===== src/core/pmrs_pkg.sv =====
package pmrs_pkg;

  // ************************************************************
  // Widths
  // ************************************************************
  localparam int SAMP_W = 20;
  localparam int TEMP_W = 16;
  localparam int CAL_W  = 16;
  localparam int CUR_W  = 20;
  localparam int PWR_W  = 24;
  localparam int ACC_W  = 40;
  localparam int ADDR_W = 6;
  localparam int DATA_W = 40;
  localparam int DIV_W  = 32;

  // ************************************************************
  // Register map
  // ************************************************************
  localparam logic [5:0] ADDR_CONFIG     = 6'h00;
  localparam logic [5:0] ADDR_CAL        = 6'h02;
  localparam logic [5:0] ADDR_SHUNT      = 6'h04;
  localparam logic [5:0] ADDR_BUS        = 6'h05;
  localparam logic [5:0] ADDR_TEMP       = 6'h06;
  localparam logic [5:0] ADDR_CURRENT    = 6'h07;
  localparam logic [5:0] ADDR_POWER      = 6'h08;
  localparam logic [5:0] ADDR_ENERGY     = 6'h09;
  localparam logic [5:0] ADDR_CHARGE     = 6'h0A;
  localparam logic [5:0] ADDR_STATUS     = 6'h0B;
  localparam logic [5:0] ADDR_TEMP_LIMIT = 6'h10;
  localparam logic [5:0] ADDR_MAKER      = 6'h3E;
  localparam logic [5:0] ADDR_PART       = 6'h3F;

  // ************************************************************
  // Field positions and reset values
  // ************************************************************
  localparam int CFG_RANGE_BIT = 0;
  localparam int CFG_CLEAR_BIT = 1;
  localparam int PART_LSB      = 4;
  localparam logic [CAL_W-1:0]  CAL_RST        = 16'h0000;
  localparam logic [TEMP_W-1:0] TEMP_LIMIT_RST = 16'h7FFF;

  // ************************************************************
  // Scaling
  // ************************************************************
  localparam int CUR_SHIFT   = 12;
  localparam int PWR_SHIFT   = 14;
  localparam int ENERGY_FRAC = 4;
  localparam logic [CUR_W-1:0] CUR_MAG_MAX = 20'h7FFFF;
  localparam logic [PWR_W-1:0] PWR_MAX     = 24'hFFFFFF;

endpackage : pmrs_pkg


===== src/core/pmrs_divider.sv =====
`timescale 1ns/1ps
module pmrs_divider #(
  parameter int N = 32,
  parameter int D = 16
) (
  input  wire logic         clk_sys,
  input  wire logic         rstn,
  input  wire logic         start,
  input  wire logic [N-1:0] dividend,
  input  wire logic [D-1:0] divisor,
  output logic              busy,
  output logic              done,
  output logic [N-1:0]      quotient
);

  localparam int CNT_W = $clog2(N + 1);

  logic [D:0]       rem;
  logic [D-1:0]     div;
  logic [CNT_W-1:0] count;
  logic [D:0]       trial;

  // Restoring division, one quotient bit per clock
  always_comb begin
    trial = {rem[D-1:0], quotient[N-1]};
  end

  always_ff @(posedge clk_sys or negedge rstn) begin
    if (!rstn) begin
      rem      <= '0;
      div      <= '0;
      count    <= '0;
      busy     <= 1'b0;
      done     <= 1'b0;
      quotient <= '0;
    end else begin
      done <= 1'b0;
      if (start && !busy) begin
        rem      <= '0;
        div      <= divisor;
        quotient <= dividend;
        count    <= CNT_W'(N);
        busy     <= 1'b1;
      end else if (busy) begin
        if (trial >= {1'b0, div}) begin
          rem      <= trial - {1'b0, div};
          quotient <= {quotient[N-2:0], 1'b1};
        end else begin
          rem      <= trial;
          quotient <= {quotient[N-2:0], 1'b0};
        end
        count <= count - CNT_W'(1);
        if (count == CNT_W'(1)) begin
          busy <= 1'b0;
          done <= 1'b1;
        end
      end
    end
  end

endmodule : pmrs_divider


===== src/core/pmrs_scaling.sv =====
`timescale 1ns/1ps
// Overview of operation
// - Maker identity register reads a fixed 16-bit code over its whole width.
// - Part identity register holds part code in bits 15-4, revision in 3-0.
// - Range select bit clear picks wide shunt range, set picks narrow range.
// - Shunt LSB 312.5 nV wide or 78.125 nV narrow; bus LSB 195.3125 uV.
// - Shunt and bus results are presented as 20-bit values.
// - Shunt result is signed so both current directions are shown.
// - Bus result is a non-negative magnitude only.
// - Die temperature result is signed 16-bit, 7.8125 m degC per LSB.
// - After each shunt sample, current is the shunt result scaled by calibration.
// - A zero calibration value yields a current result of zero.
// - Power is presented as a 24-bit unsigned value.
// - One power LSB equals 3.2 times the current step in watts.
// - Energy is 40-bit unsigned, one LSB equal to 16 power LSBs.
// - Charge is a 40-bit two's complement value that can rise or fall.
// - Energy and charge accumulators wrap around on overflow.
// - Setting the accumulator clear bit zeroes both accumulators.
// - Die temperature compares directly with the signed temperature limit.
module pmrs_scaling #(
  parameter logic [15:0] MAKER_CODE = 16'h4D4B,  // Arbitrary value
  parameter logic [11:0] PART_CODE  = 12'h0A5,   // Arbitrary value
  parameter logic [3:0]  REV_CODE   = 4'h2       // Arbitrary value
) (
  input  wire logic                         clk_sys,
  input  wire logic                         rstn,
  input  wire logic                         sampleValid,
  input  wire logic [pmrs_pkg::SAMP_W-1:0]  shuntSample,
  input  wire logic [pmrs_pkg::SAMP_W-1:0]  busSample,
  input  wire logic [pmrs_pkg::TEMP_W-1:0]  tempSample,
  input  wire logic [pmrs_pkg::ADDR_W-1:0]  regAddr,
  input  wire logic                         regWrEn,
  input  wire logic [15:0]                  regWrData,
  input  wire logic                         regRdEn,
  output logic      [pmrs_pkg::DATA_W-1:0]  regRdData,
  output logic                              regRdValid,
  output logic                              rangeSelect,
  output logic                              overTemp,
  output logic                              convDone
);

  // ************************************************************
  // Declarations
  // ************************************************************
  typedef enum {PM_IDLE, PM_DIVIDE, PM_POWER, PM_ACCUM} pmrs_state_t;

  localparam int SW = pmrs_pkg::SAMP_W;
  localparam int CW = pmrs_pkg::CUR_W;
  localparam int AW = pmrs_pkg::ACC_W;
  localparam int EW = pmrs_pkg::ACC_W + pmrs_pkg::ENERGY_FRAC;

  pmrs_state_t                   state;
  logic [pmrs_pkg::CAL_W-1:0]    shuntCal;
  logic [pmrs_pkg::TEMP_W-1:0]   tempLimit;
  logic                          accClear;
  logic [SW-1:0]                 shuntResult;
  logic [SW-1:0]                 busResult;
  logic [pmrs_pkg::TEMP_W-1:0]   tempResult;
  logic [CW-1:0]                 current;
  logic [pmrs_pkg::PWR_W-1:0]    power;
  logic [EW-1:0]                 energyAcc;
  logic [AW-1:0]                 chargeAcc;
  logic                          shuntNeg;
  logic                          divStart;
  logic                          divDone;
  logic [pmrs_pkg::DIV_W-1:0]    divQuot;
  logic [pmrs_pkg::DIV_W-1:0]    divDividend;
  logic [SW-1:0]                 shuntMag;
  logic [CW-1:0]                 next_current;
  logic [CW-1:0]                 curMag;
  logic [2*SW-1:0]               powerProd;
  logic [pmrs_pkg::PWR_W-1:0]    next_power;
  logic [pmrs_pkg::DATA_W-1:0]   next_rdData;
  logic                          sampleTaken;

  function automatic logic [SW-1:0] absVal(input logic [SW-1:0] v);
    absVal = v[SW-1] ? SW'(-v) : v;
  endfunction : absVal

  function automatic logic regHit(input logic [pmrs_pkg::ADDR_W-1:0] a, input logic [5:0] target);
    regHit = (a == target);
  endfunction : regHit

  assign sampleTaken = (state == PM_IDLE) && sampleValid;

  // ************************************************************
  // Host-written registers
  // ************************************************************
  always_ff @(posedge clk_sys or negedge rstn) begin
    if (!rstn) begin
      rangeSelect <= 1'b0;
      shuntCal    <= pmrs_pkg::CAL_RST;
      tempLimit   <= pmrs_pkg::TEMP_LIMIT_RST;
    end else if (regWrEn) begin
      if (regHit(regAddr, pmrs_pkg::ADDR_CONFIG)) begin
        rangeSelect <= regWrData[pmrs_pkg::CFG_RANGE_BIT];
      end else if (regHit(regAddr, pmrs_pkg::ADDR_CAL)) begin
        shuntCal <= regWrData;
      end else if (regHit(regAddr, pmrs_pkg::ADDR_TEMP_LIMIT)) begin
        tempLimit <= regWrData;
      end
    end
  end

  // Clear bit is a one-shot; it never reads back as set
  always_ff @(posedge clk_sys or negedge rstn) begin
    if (!rstn) begin
      accClear <= 1'b0;
    end else begin
      accClear <= regWrEn && regHit(regAddr, pmrs_pkg::ADDR_CONFIG)
                  && regWrData[pmrs_pkg::CFG_CLEAR_BIT];
    end
  end

  // ************************************************************
  // Sample capture
  // ************************************************************
  // Samples arriving while a calculation runs are dropped, keeping results coherent
  always_ff @(posedge clk_sys or negedge rstn) begin
    if (!rstn) begin
      shuntResult <= '0;
      busResult   <= '0;
      tempResult  <= '0;
    end else if (sampleTaken) begin
      shuntResult <= shuntSample;
      busResult   <= busSample[SW-1] ? '0 : busSample;
      tempResult  <= tempSample;
    end
  end

  // ************************************************************
  // Calculation sequence
  // ************************************************************
  always_ff @(posedge clk_sys or negedge rstn) begin
    if (!rstn) begin
      state <= PM_IDLE;
    end else begin
      case (state)
        PM_IDLE: begin
          if (sampleValid) begin
            state <= (shuntCal == '0) ? PM_POWER : PM_DIVIDE;
          end
        end
        PM_DIVIDE: begin
          if (divDone) begin
            state <= PM_POWER;
          end
        end
        PM_POWER: begin
          state <= PM_ACCUM;
        end
        default: begin
          state <= PM_IDLE;
        end
      endcase
    end
  end

  always_ff @(posedge clk_sys or negedge rstn) begin
    if (!rstn) begin
      divStart <= 1'b0;
      shuntNeg <= 1'b0;
    end else begin
      divStart <= sampleTaken && (shuntCal != '0);
      if (sampleTaken) begin
        shuntNeg <= shuntSample[SW-1];
      end
    end
  end

  // Both ranges reduce to |shunt| * 4096 / cal, since the narrow-range cal is 4x
  assign shuntMag    = absVal(shuntResult);
  assign divDividend = pmrs_pkg::DIV_W'({shuntMag, {pmrs_pkg::CUR_SHIFT{1'b0}}});

  pmrs_divider #(
    .N (pmrs_pkg::DIV_W),
    .D (pmrs_pkg::CAL_W)
  ) u_divider (
    .clk_sys  (clk_sys),
    .rstn     (rstn),
    .start    (divStart),
    .dividend (divDividend),
    .divisor  (shuntCal),
    .busy     (),
    .done     (divDone),
    .quotient (divQuot)
  );

  // Saturate magnitude, then restore sign
  always_comb begin
    if (divQuot > pmrs_pkg::DIV_W'(pmrs_pkg::CUR_MAG_MAX)) begin
      curMag = pmrs_pkg::CUR_MAG_MAX;
    end else begin
      curMag = divQuot[CW-1:0];
    end
    next_current = shuntNeg ? CW'(-curMag) : curMag;
  end

  always_ff @(posedge clk_sys or negedge rstn) begin
    if (!rstn) begin
      current <= '0;
    end else if (sampleTaken && shuntCal == '0) begin
      current <= '0;
    end else if (state == PM_DIVIDE && divDone) begin
      current <= next_current;
    end
  end

  // Power LSB of 3.2 current steps makes power = |I| * V / 16384
  always_comb begin
    powerProd = absVal(current) * busResult;
    if (|powerProd[2*SW-1:pmrs_pkg::PWR_SHIFT+pmrs_pkg::PWR_W]) begin
      next_power = pmrs_pkg::PWR_MAX;
    end else begin
      next_power = powerProd[pmrs_pkg::PWR_SHIFT +: pmrs_pkg::PWR_W];
    end
  end

  always_ff @(posedge clk_sys or negedge rstn) begin
    if (!rstn) begin
      power <= '0;
    end else if (state == PM_POWER) begin
      power <= next_power;
    end
  end

  // ************************************************************
  // Accumulators
  // ************************************************************
  // Four hidden fraction bits give the 16:1 energy scale; wrap is natural
  always_ff @(posedge clk_sys or negedge rstn) begin
    if (!rstn) begin
      energyAcc <= '0;
      chargeAcc <= '0;
    end else if (accClear) begin
      energyAcc <= '0;
      chargeAcc <= '0;
    end else if (state == PM_ACCUM) begin
      energyAcc <= energyAcc + EW'(power);
      chargeAcc <= chargeAcc + {{(AW - CW){current[CW-1]}}, current};
    end
  end

  always_ff @(posedge clk_sys or negedge rstn) begin
    if (!rstn) begin
      convDone <= 1'b0;
      overTemp <= 1'b0;
    end else begin
      convDone <= (state == PM_ACCUM);
      overTemp <= $signed(tempResult) > $signed(tempLimit);
    end
  end

  // ************************************************************
  // Register read port
  // ************************************************************
  always_comb begin
    next_rdData = '0;
    if (regHit(regAddr, pmrs_pkg::ADDR_CONFIG)) begin
      next_rdData[pmrs_pkg::CFG_RANGE_BIT] = rangeSelect;
    end else if (regHit(regAddr, pmrs_pkg::ADDR_CAL)) begin
      next_rdData = pmrs_pkg::DATA_W'(shuntCal);
    end else if (regHit(regAddr, pmrs_pkg::ADDR_SHUNT)) begin
      next_rdData = pmrs_pkg::DATA_W'(shuntResult);
    end else if (regHit(regAddr, pmrs_pkg::ADDR_BUS)) begin
      next_rdData = pmrs_pkg::DATA_W'(busResult);
    end else if (regHit(regAddr, pmrs_pkg::ADDR_TEMP)) begin
      next_rdData = pmrs_pkg::DATA_W'(tempResult);
    end else if (regHit(regAddr, pmrs_pkg::ADDR_CURRENT)) begin
      next_rdData = pmrs_pkg::DATA_W'(current);
    end else if (regHit(regAddr, pmrs_pkg::ADDR_POWER)) begin
      next_rdData = pmrs_pkg::DATA_W'(power);
    end else if (regHit(regAddr, pmrs_pkg::ADDR_ENERGY)) begin
      next_rdData = energyAcc[EW-1:pmrs_pkg::ENERGY_FRAC];
    end else if (regHit(regAddr, pmrs_pkg::ADDR_CHARGE)) begin
      next_rdData = chargeAcc;
    end else if (regHit(regAddr, pmrs_pkg::ADDR_STATUS)) begin
      next_rdData[0] = overTemp;
      next_rdData[1] = (state != PM_IDLE);
    end else if (regHit(regAddr, pmrs_pkg::ADDR_TEMP_LIMIT)) begin
      next_rdData = pmrs_pkg::DATA_W'(tempLimit);
    end else if (regHit(regAddr, pmrs_pkg::ADDR_MAKER)) begin
      next_rdData = pmrs_pkg::DATA_W'(MAKER_CODE);
    end else if (regHit(regAddr, pmrs_pkg::ADDR_PART)) begin
      next_rdData = pmrs_pkg::DATA_W'({PART_CODE, REV_CODE});
    end
  end

  always_ff @(posedge clk_sys or negedge rstn) begin
    if (!rstn) begin
      regRdData  <= '0;
      regRdValid <= 1'b0;
    end else begin
      regRdValid <= regRdEn;
      if (regRdEn) begin
        regRdData <= next_rdData;
      end
    end
  end

  // ************************************************************
  // Checks
  // ************************************************************
  chk_maker_code: assert property (@(posedge clk_sys) disable iff (!rstn)
    regRdEn && regAddr == pmrs_pkg::ADDR_MAKER |=> regRdValid && regRdData == pmrs_pkg::DATA_W'(MAKER_CODE))
    else $error("maker code read wrong");

  chk_part_fields: assert property (@(posedge clk_sys) disable iff (!rstn)
    regRdEn && regAddr == pmrs_pkg::ADDR_PART
    |=> regRdData[15:pmrs_pkg::PART_LSB] == PART_CODE && regRdData[3:0] == REV_CODE)
    else $error("part or revision field wrong");

  chk_range_write: assert property (@(posedge clk_sys) disable iff (!rstn)
    regWrEn && regAddr == pmrs_pkg::ADDR_CONFIG |=> rangeSelect == $past(regWrData[pmrs_pkg::CFG_RANGE_BIT]))
    else $error("range select not stored");

  chk_bus_clamp: assert property (@(posedge clk_sys) disable iff (!rstn)
    sampleTaken && busSample[SW-1] |=> busResult == '0)
    else $error("negative bus sample not clamped");

  chk_cal_zero: assert property (@(posedge clk_sys) disable iff (!rstn)
    sampleTaken && shuntCal == '0 |=> state == PM_POWER && current == '0)
    else $error("zero calibration gave nonzero current");

  chk_div_bound: assert property (@(posedge clk_sys) disable iff (!rstn)
    $rose(state == PM_DIVIDE) |-> ##[1:40] state == PM_POWER)
    else $error("current not computed in time");

  chk_energy_add: assert property (@(posedge clk_sys) disable iff (!rstn)
    state == PM_ACCUM && !accClear |=> energyAcc == $past(energyAcc) + EW'($past(power)) && convDone)
    else $error("energy not accumulated");

  chk_charge_add: assert property (@(posedge clk_sys) disable iff (!rstn)
    state == PM_ACCUM && !accClear |=> $signed(chargeAcc) == $signed($past(chargeAcc)) + $signed($past(current)))
    else $error("charge not accumulated");

  chk_acc_clear: assert property (@(posedge clk_sys) disable iff (!rstn)
    regWrEn && regAddr == pmrs_pkg::ADDR_CONFIG && regWrData[pmrs_pkg::CFG_CLEAR_BIT]
    |=> ##1 energyAcc == '0 && chargeAcc == '0)
    else $error("accumulators not cleared");

  chk_over_temp: assert property (@(posedge clk_sys) disable iff (!rstn)
    ##1 overTemp == ($signed($past(tempResult)) > $signed($past(tempLimit))))
    else $error("over-temperature compare wrong");

endmodule : pmrs_scaling


===== config.mk =====
export PLATFORM = sky130hd
export DESIGN_NAME = pmrs_scaling
export DESIGN_NICKNAME = d
export VERILOG_FILES = /design/src/core/pmrs_pkg.sv /design/src/core/pmrs_divider.sv /design/src/core/pmrs_scaling.sv
export SDC_FILE = /design/constraint.sdc
export NUM_CORES = 2
export LEC_CHECK = 0
export BUFFER_PORTS_ARGS = -buffer_cell sky130_fd_sc_hd__buf_2
export CAP_MARGIN = 20
export CORE_AREA = 10 10 329 204
export CTS_BUF_LIST = sky130_fd_sc_hd__clkbuf_8
export DETAILED_ROUTE_END_ITERATION = 10
export DIE_AREA = 0 0 339 214
export PLACE_DENSITY = 0.77
export SYNTH_ARGS = -nofsm -noshare
export SYNTH_HDL_FRONTEND = slang
export SYNTH_SLANG_ARGS = --single-unit

===== constraint.sdc =====
create_clock -name clk_sys -period 11.95 [get_ports clk_sys]
set_input_delay 1.195 -clock clk_sys [delete_from_list [all_inputs] [get_ports clk_sys]]
set_output_delay 1.195 -clock clk_sys [all_outputs]
set_load 0.02 [all_outputs]

==> metrics.log <==
INFO  metric timing_max_transition_violations_final = 0
INFO  metric synth.area.top_cells = dfrtp_1 24%, fa_1 18%, ha_1 10%
INFO  metric end_kind = register
INFO  metric synth_top_area_cell = dfrtp_1
INFO  metric clock_skew = 0.0455 ns
INFO  metric start_util = 0.539
INFO  metric post-route-worst-setup-slack = 2.46 ns
INFO  metric timing_worst_setup_path_type = reg2reg
INFO  metric finalSetupTns = 0 ns
INFO  metric route.met2.wl = 39,300 um
INFO  metric p_int = 1.77 mW
INFO  metric timing.critical_path.arrival = 10.09 ns
INFO  metric muxShareOfSynthArea = 0.0504
INFO  metric grt.overflow.total = 0
INFO  metric regToRegStartpoint = current[1]
INFO  metric dominantRegCellSynth = dfrtp_1
INFO  metric min_to = current[19]
INFO  metric worst_r2r_path_depth = 32
INFO  metric number_of_levels_the_h_tree_was_split_into = 2
INFO  metric reg2reg_to = power[6]
INFO  metric share_comb_of_total_power = 0.056
INFO  metric die-area = 72,500 um2
INFO  metric die_h = 214 um
INFO  metric layout_overhead_on_the_synthesized_area = 7.77%
INFO  metric synth-seq-cells = 335
INFO  metric diode_insertion_count_for_antenna_repair = 0
INFO  metric maximum_cell_stage_delay_along_the_critical_path = 0.80 ns
INFO  metric rows = 71
INFO  metric rsz0062_at_grt = false
INFO  metric final_min_period_over_clock_period = 0.794
INFO  metric wl_per_cell = 21.6 um
INFO  metric total_switching_power = 0.652 mW
INFO  metric routed-via-count = 27.4k
INFO  metric placement.setup.worst_slack = 2.59 ns
INFO  metric boundaryPins = 127
INFO  metric report.final.hold_viol_count = 0
INFO  metric insertion_delay = 0.71 ns
INFO  metric floorplan.core_area = 61,600 um2
INFO  metric distinct_cells_synth = 82
INFO  metric grt_usage = 0.271
INFO  metric share_of_power_burned_in_the_clock_network = 0.454
INFO  metric drt-initial-drc-count = 3,269
INFO  metric synthesis.yosys.warnings = 0
INFO  metric cts.clk_slew.worst_paths = 0.07 ns
INFO  metric max-cap-violations = 0
INFO  metric max-clock-path-buffers = 3
INFO  metric path_category_of_the_worst_min_delay_check = reg2reg
INFO  metric rrSetupSlack = 2.46 ns
INFO  metric grt_pass1_wl = 158,000 um
INFO  metric worst_hold_startpoint = current[19]
INFO  metric root_buffer_cell = clkbuf_8
INFO  metric first_global_vias = 27.5k
INFO  metric synth.net_count = 4,317
INFO  metric static-leakage-power = 18.3 nW
INFO  metric headroom_to_the_max_slew_limit = 0.206
INFO  metric post_layout_minimum_cycle_time = 9.49 ns
INFO  metric synth_xor_xnor_area_share = 0.0327
INFO  metric synth-edff-count = 0
INFO  metric routed_wl = 99,200 um
INFO  metric hold_depth = 2
INFO  metric critical_path.startpoint_type = register
INFO  metric ctsResizeCount = 0
INFO  metric outcome = complete, no violations
INFO  metric synth_cells = 3,661
INFO  metric numCtsBuffers = 52
INFO  metric synthesized_cell_area = 33,200 um2
INFO  metric power_density_normalized_to_cell_area = 67.8 nW/um2
INFO  metric post-cts-setup-buffers = 0
INFO  metric synth_sequential_area_ratio = 0.253
INFO  metric synthSimpleGateAreaFrac = 0.171
INFO  metric dr.pass1.iters = 8
INFO  metric synth_top_area_frac = 0.241
INFO  metric final_net_count = 4,367
INFO  metric timing.fmax = 105 MHz
INFO  metric seqPwrFrac = 0.490
INFO  metric total_number_of_clock_tree_sinks = 335
INFO  metric grt_start_max_net_pins = 161
INFO  metric tritoncts = yes
INFO  metric slew_of_the_pin_with_the_lowest_slew_margin = 1.19 ns
INFO  metric wl_met1 = 42,900 um
INFO  metric count_of_buffers_from_port_buffering = 126
INFO  metric worst-path-max-fanout = 24
INFO  metric synthesized_area_fraction_occupied_by_ao_oa_aoi_and_oai_cells = 0.135
INFO  metric grt_antenna_before_repair = 0
INFO  metric residual_drc_count = 0
INFO  metric ant_nets = 0
INFO  metric power.ir.vdd_worst = 0.121 mV
INFO  metric gp_routability_congestion = 1.01
INFO  metric detailedPlacementHpwl = 74,500 um
INFO  metric route.top_layer_used = met4
INFO  metric crit_path_top_delay_cell = o32ai_4
INFO  metric detail_routed_via_count_per_cell = 5.97
INFO  metric synth_top_family_by_area = adder cells
INFO  metric swShare = 0.269
INFO  metric cts-hold-fix-buffers = 0
INFO  metric dr_wl_met3 = 14,100 um
INFO  metric die_x = 339 um
INFO  metric setup-violations-final = 0
INFO  metric drive_above_1_share = 0.106
INFO  metric async_reset_ff_frac = 1.00
INFO  metric critPathRequiredTime = 12.56 ns
INFO  metric synth-adder-area-share = 0.285
INFO  metric syn_area_per_cell = 9.07 um2
synthesized netlist by cell type, types with 18 or more instances:
cell type  instances
nand4_1           21
nand2b_1          58
o21ai_0          181
xor2_1            41
a22oi_1           31
ha_1             268
and2_1           227
clkbuf_1         160
or3_1             34
mux2i_1           61
o22a_1            25
mux2_2            87
nor3_1            54
inv_1            461
a21oi_1          139
a221oi_1          23
nand3_1           68
a21o_1            59
xnor2_1           83
dfrtp_1          320
and3_1            18
nand2_1          378
fa_1             305
a211oi_1          34
o22ai_1           35
a31oi_1           23
nor2_1           215
nor2b_1           21
critical path: cells and delay by family (launching register included):
family / cells / cell delay (ns)
adders and majority gates: 8 / 3.82
AOI/OAI and AO/OA: 9 / 2.90
and+or+nand+nor: 6 / 1.31
buffers and inverters: 8 / 0.72
DFF: 1 / 0.46
xor gates and xnor gates: 1 / 0.17
through the flow:
step / total power [mW] / area [um2] / util / instances / hold slack (ns)
finish: 2.43 / 35800 / 0.581 / 4593 / 0.483
global route: 2.50 / 35800 / 0.581 / 4593 / 0.527
CTS: 2.44 / 35800 / 0.581 / 4593 / 0.483
detailed placement: 1.34 / 34600 / 0.562 / 4496 / 0.470
global placement: 1.34 / 34600 / 0.562 / 4496 / 0.463
floorplan: 1.26 / 33200 / - / 3661 / 0.467
kinds of logic (layout without fill, tap and decap cells):
kind of cell | Yosys count | count (layout)
buffers and inverters | 642 | 735
xor gates and xnor gates | 124 | 124
DFF | 335 | 335
and+or+nand+nor | 1153 | 1153
muxes | 152 | 152
adders and majority gates | 573 | 573
AOI/OAI and AO/OA | 682 | 682
cell usage in the layout (no fill, tap or decap), types with 15 or more instances in the layout:
| cell | n |
|---|---|
| inv_1 | 470 |
| nand2_1 | 377 |
| dfrtp_1 | 318 |
| fa_1 | 305 |
| ha_1 | 267 |
| and2_1 | 227 |
| nor2_1 | 215 |
| o21ai_0 | 181 |
| a21oi_1 | 139 |
| buf_2 | 125 |
| mux2_2 | 87 |
| xnor2_1 | 83 |
| nand3_1 | 68 |
| clkbuf_8 | 65 |
| mux2i_1 | 61 |
| a21o_1 | 59 |
| nand2b_1 | 58 |
| nor3_1 | 54 |
| buf_4 | 49 |
| xor2_1 | 41 |
| o22ai_1 | 35 |
| or3_1 | 34 |
| a211oi_1 | 34 |
| a22oi_1 | 31 |
| o22a_1 | 25 |
| a31oi_1 | 23 |
| a221oi_1 | 23 |
| nand4_1 | 21 |
| nor2b_1 | 21 |
| and3_1 | 18 |
| o21a_1 | 17 |
| nor4_1 | 15 |
| dfstp_2 | 15 |
per-layer routing:
metal / global-route usage / up-vias
met3: 0.102 / 200
met4: 0.0730 / 0
met5: 0 / -
met1: 0.394 / 13300
li1: - / 12400
met2: 0.373 / 1535
registers in the layout (all words and copies together), names as in the netlist:
| register | count |
|---|---|
| energyAcc | 44 |
| chargeAcc | 40 |
| regRdData | 40 |
| u_divider.quotient | 32 |
| power | 24 |
| current | 20 |
| shuntResult | 20 |
| busResult | 19 |
| shuntCal | 16 |
| tempLimit | 16 |
| tempResult | 16 |
| u_divider.div | 16 |
| u_divider.rem | 16 |
| u_divider.count | 6 |
| state | 2 |
| accClear | 1 |
| convDone | 1 |
| divStart | 1 |
| overTemp | 1 |
| rangeSelect | 1 |
| regRdValid | 1 |
| u_divider.busy | 1 |
| u_divider.done | 1 |
worst max path at each step:
stage                     depth (start not counted)  slack, ns         to       start
after floorplan                                  32       3.69  power[10]  current[1]
after global placement                           32       2.81   power[9]  current[1]
after detailed placement                         32       2.59  power[18]  current[1]
after CTS                                        32       2.56   power[6]  current[1]
after global routing                             32       1.98   power[6]  current[1]
final                                            32       2.46   power[6]  current[1]
power groups by stage:
stage	registers (mW)	logic (mW)	clock network [mW]
floorplan	1.20	0.0626	0
finish	1.19	0.135	1.10
global placement	1.21	0.132	0
detailed placement	1.21	0.134	0
CTS	1.19	0.135	1.11
global route	1.19	0.150	1.17
layout make-up:
type / instances / area [um2]
Clock inverter: 32 / 262
Sequential cell: 335 / 8400
Multi-Input combinational cell: 2684 / 22400
Fill cell: 5272 / 25800
Clock buffer: 65 / 895
Inverter: 462 / 1730
Timing Repair Buffer: 176 / 1030
Tap cell: 839 / 1050
No activity file was read; power rests on OpenSTA's default activity.
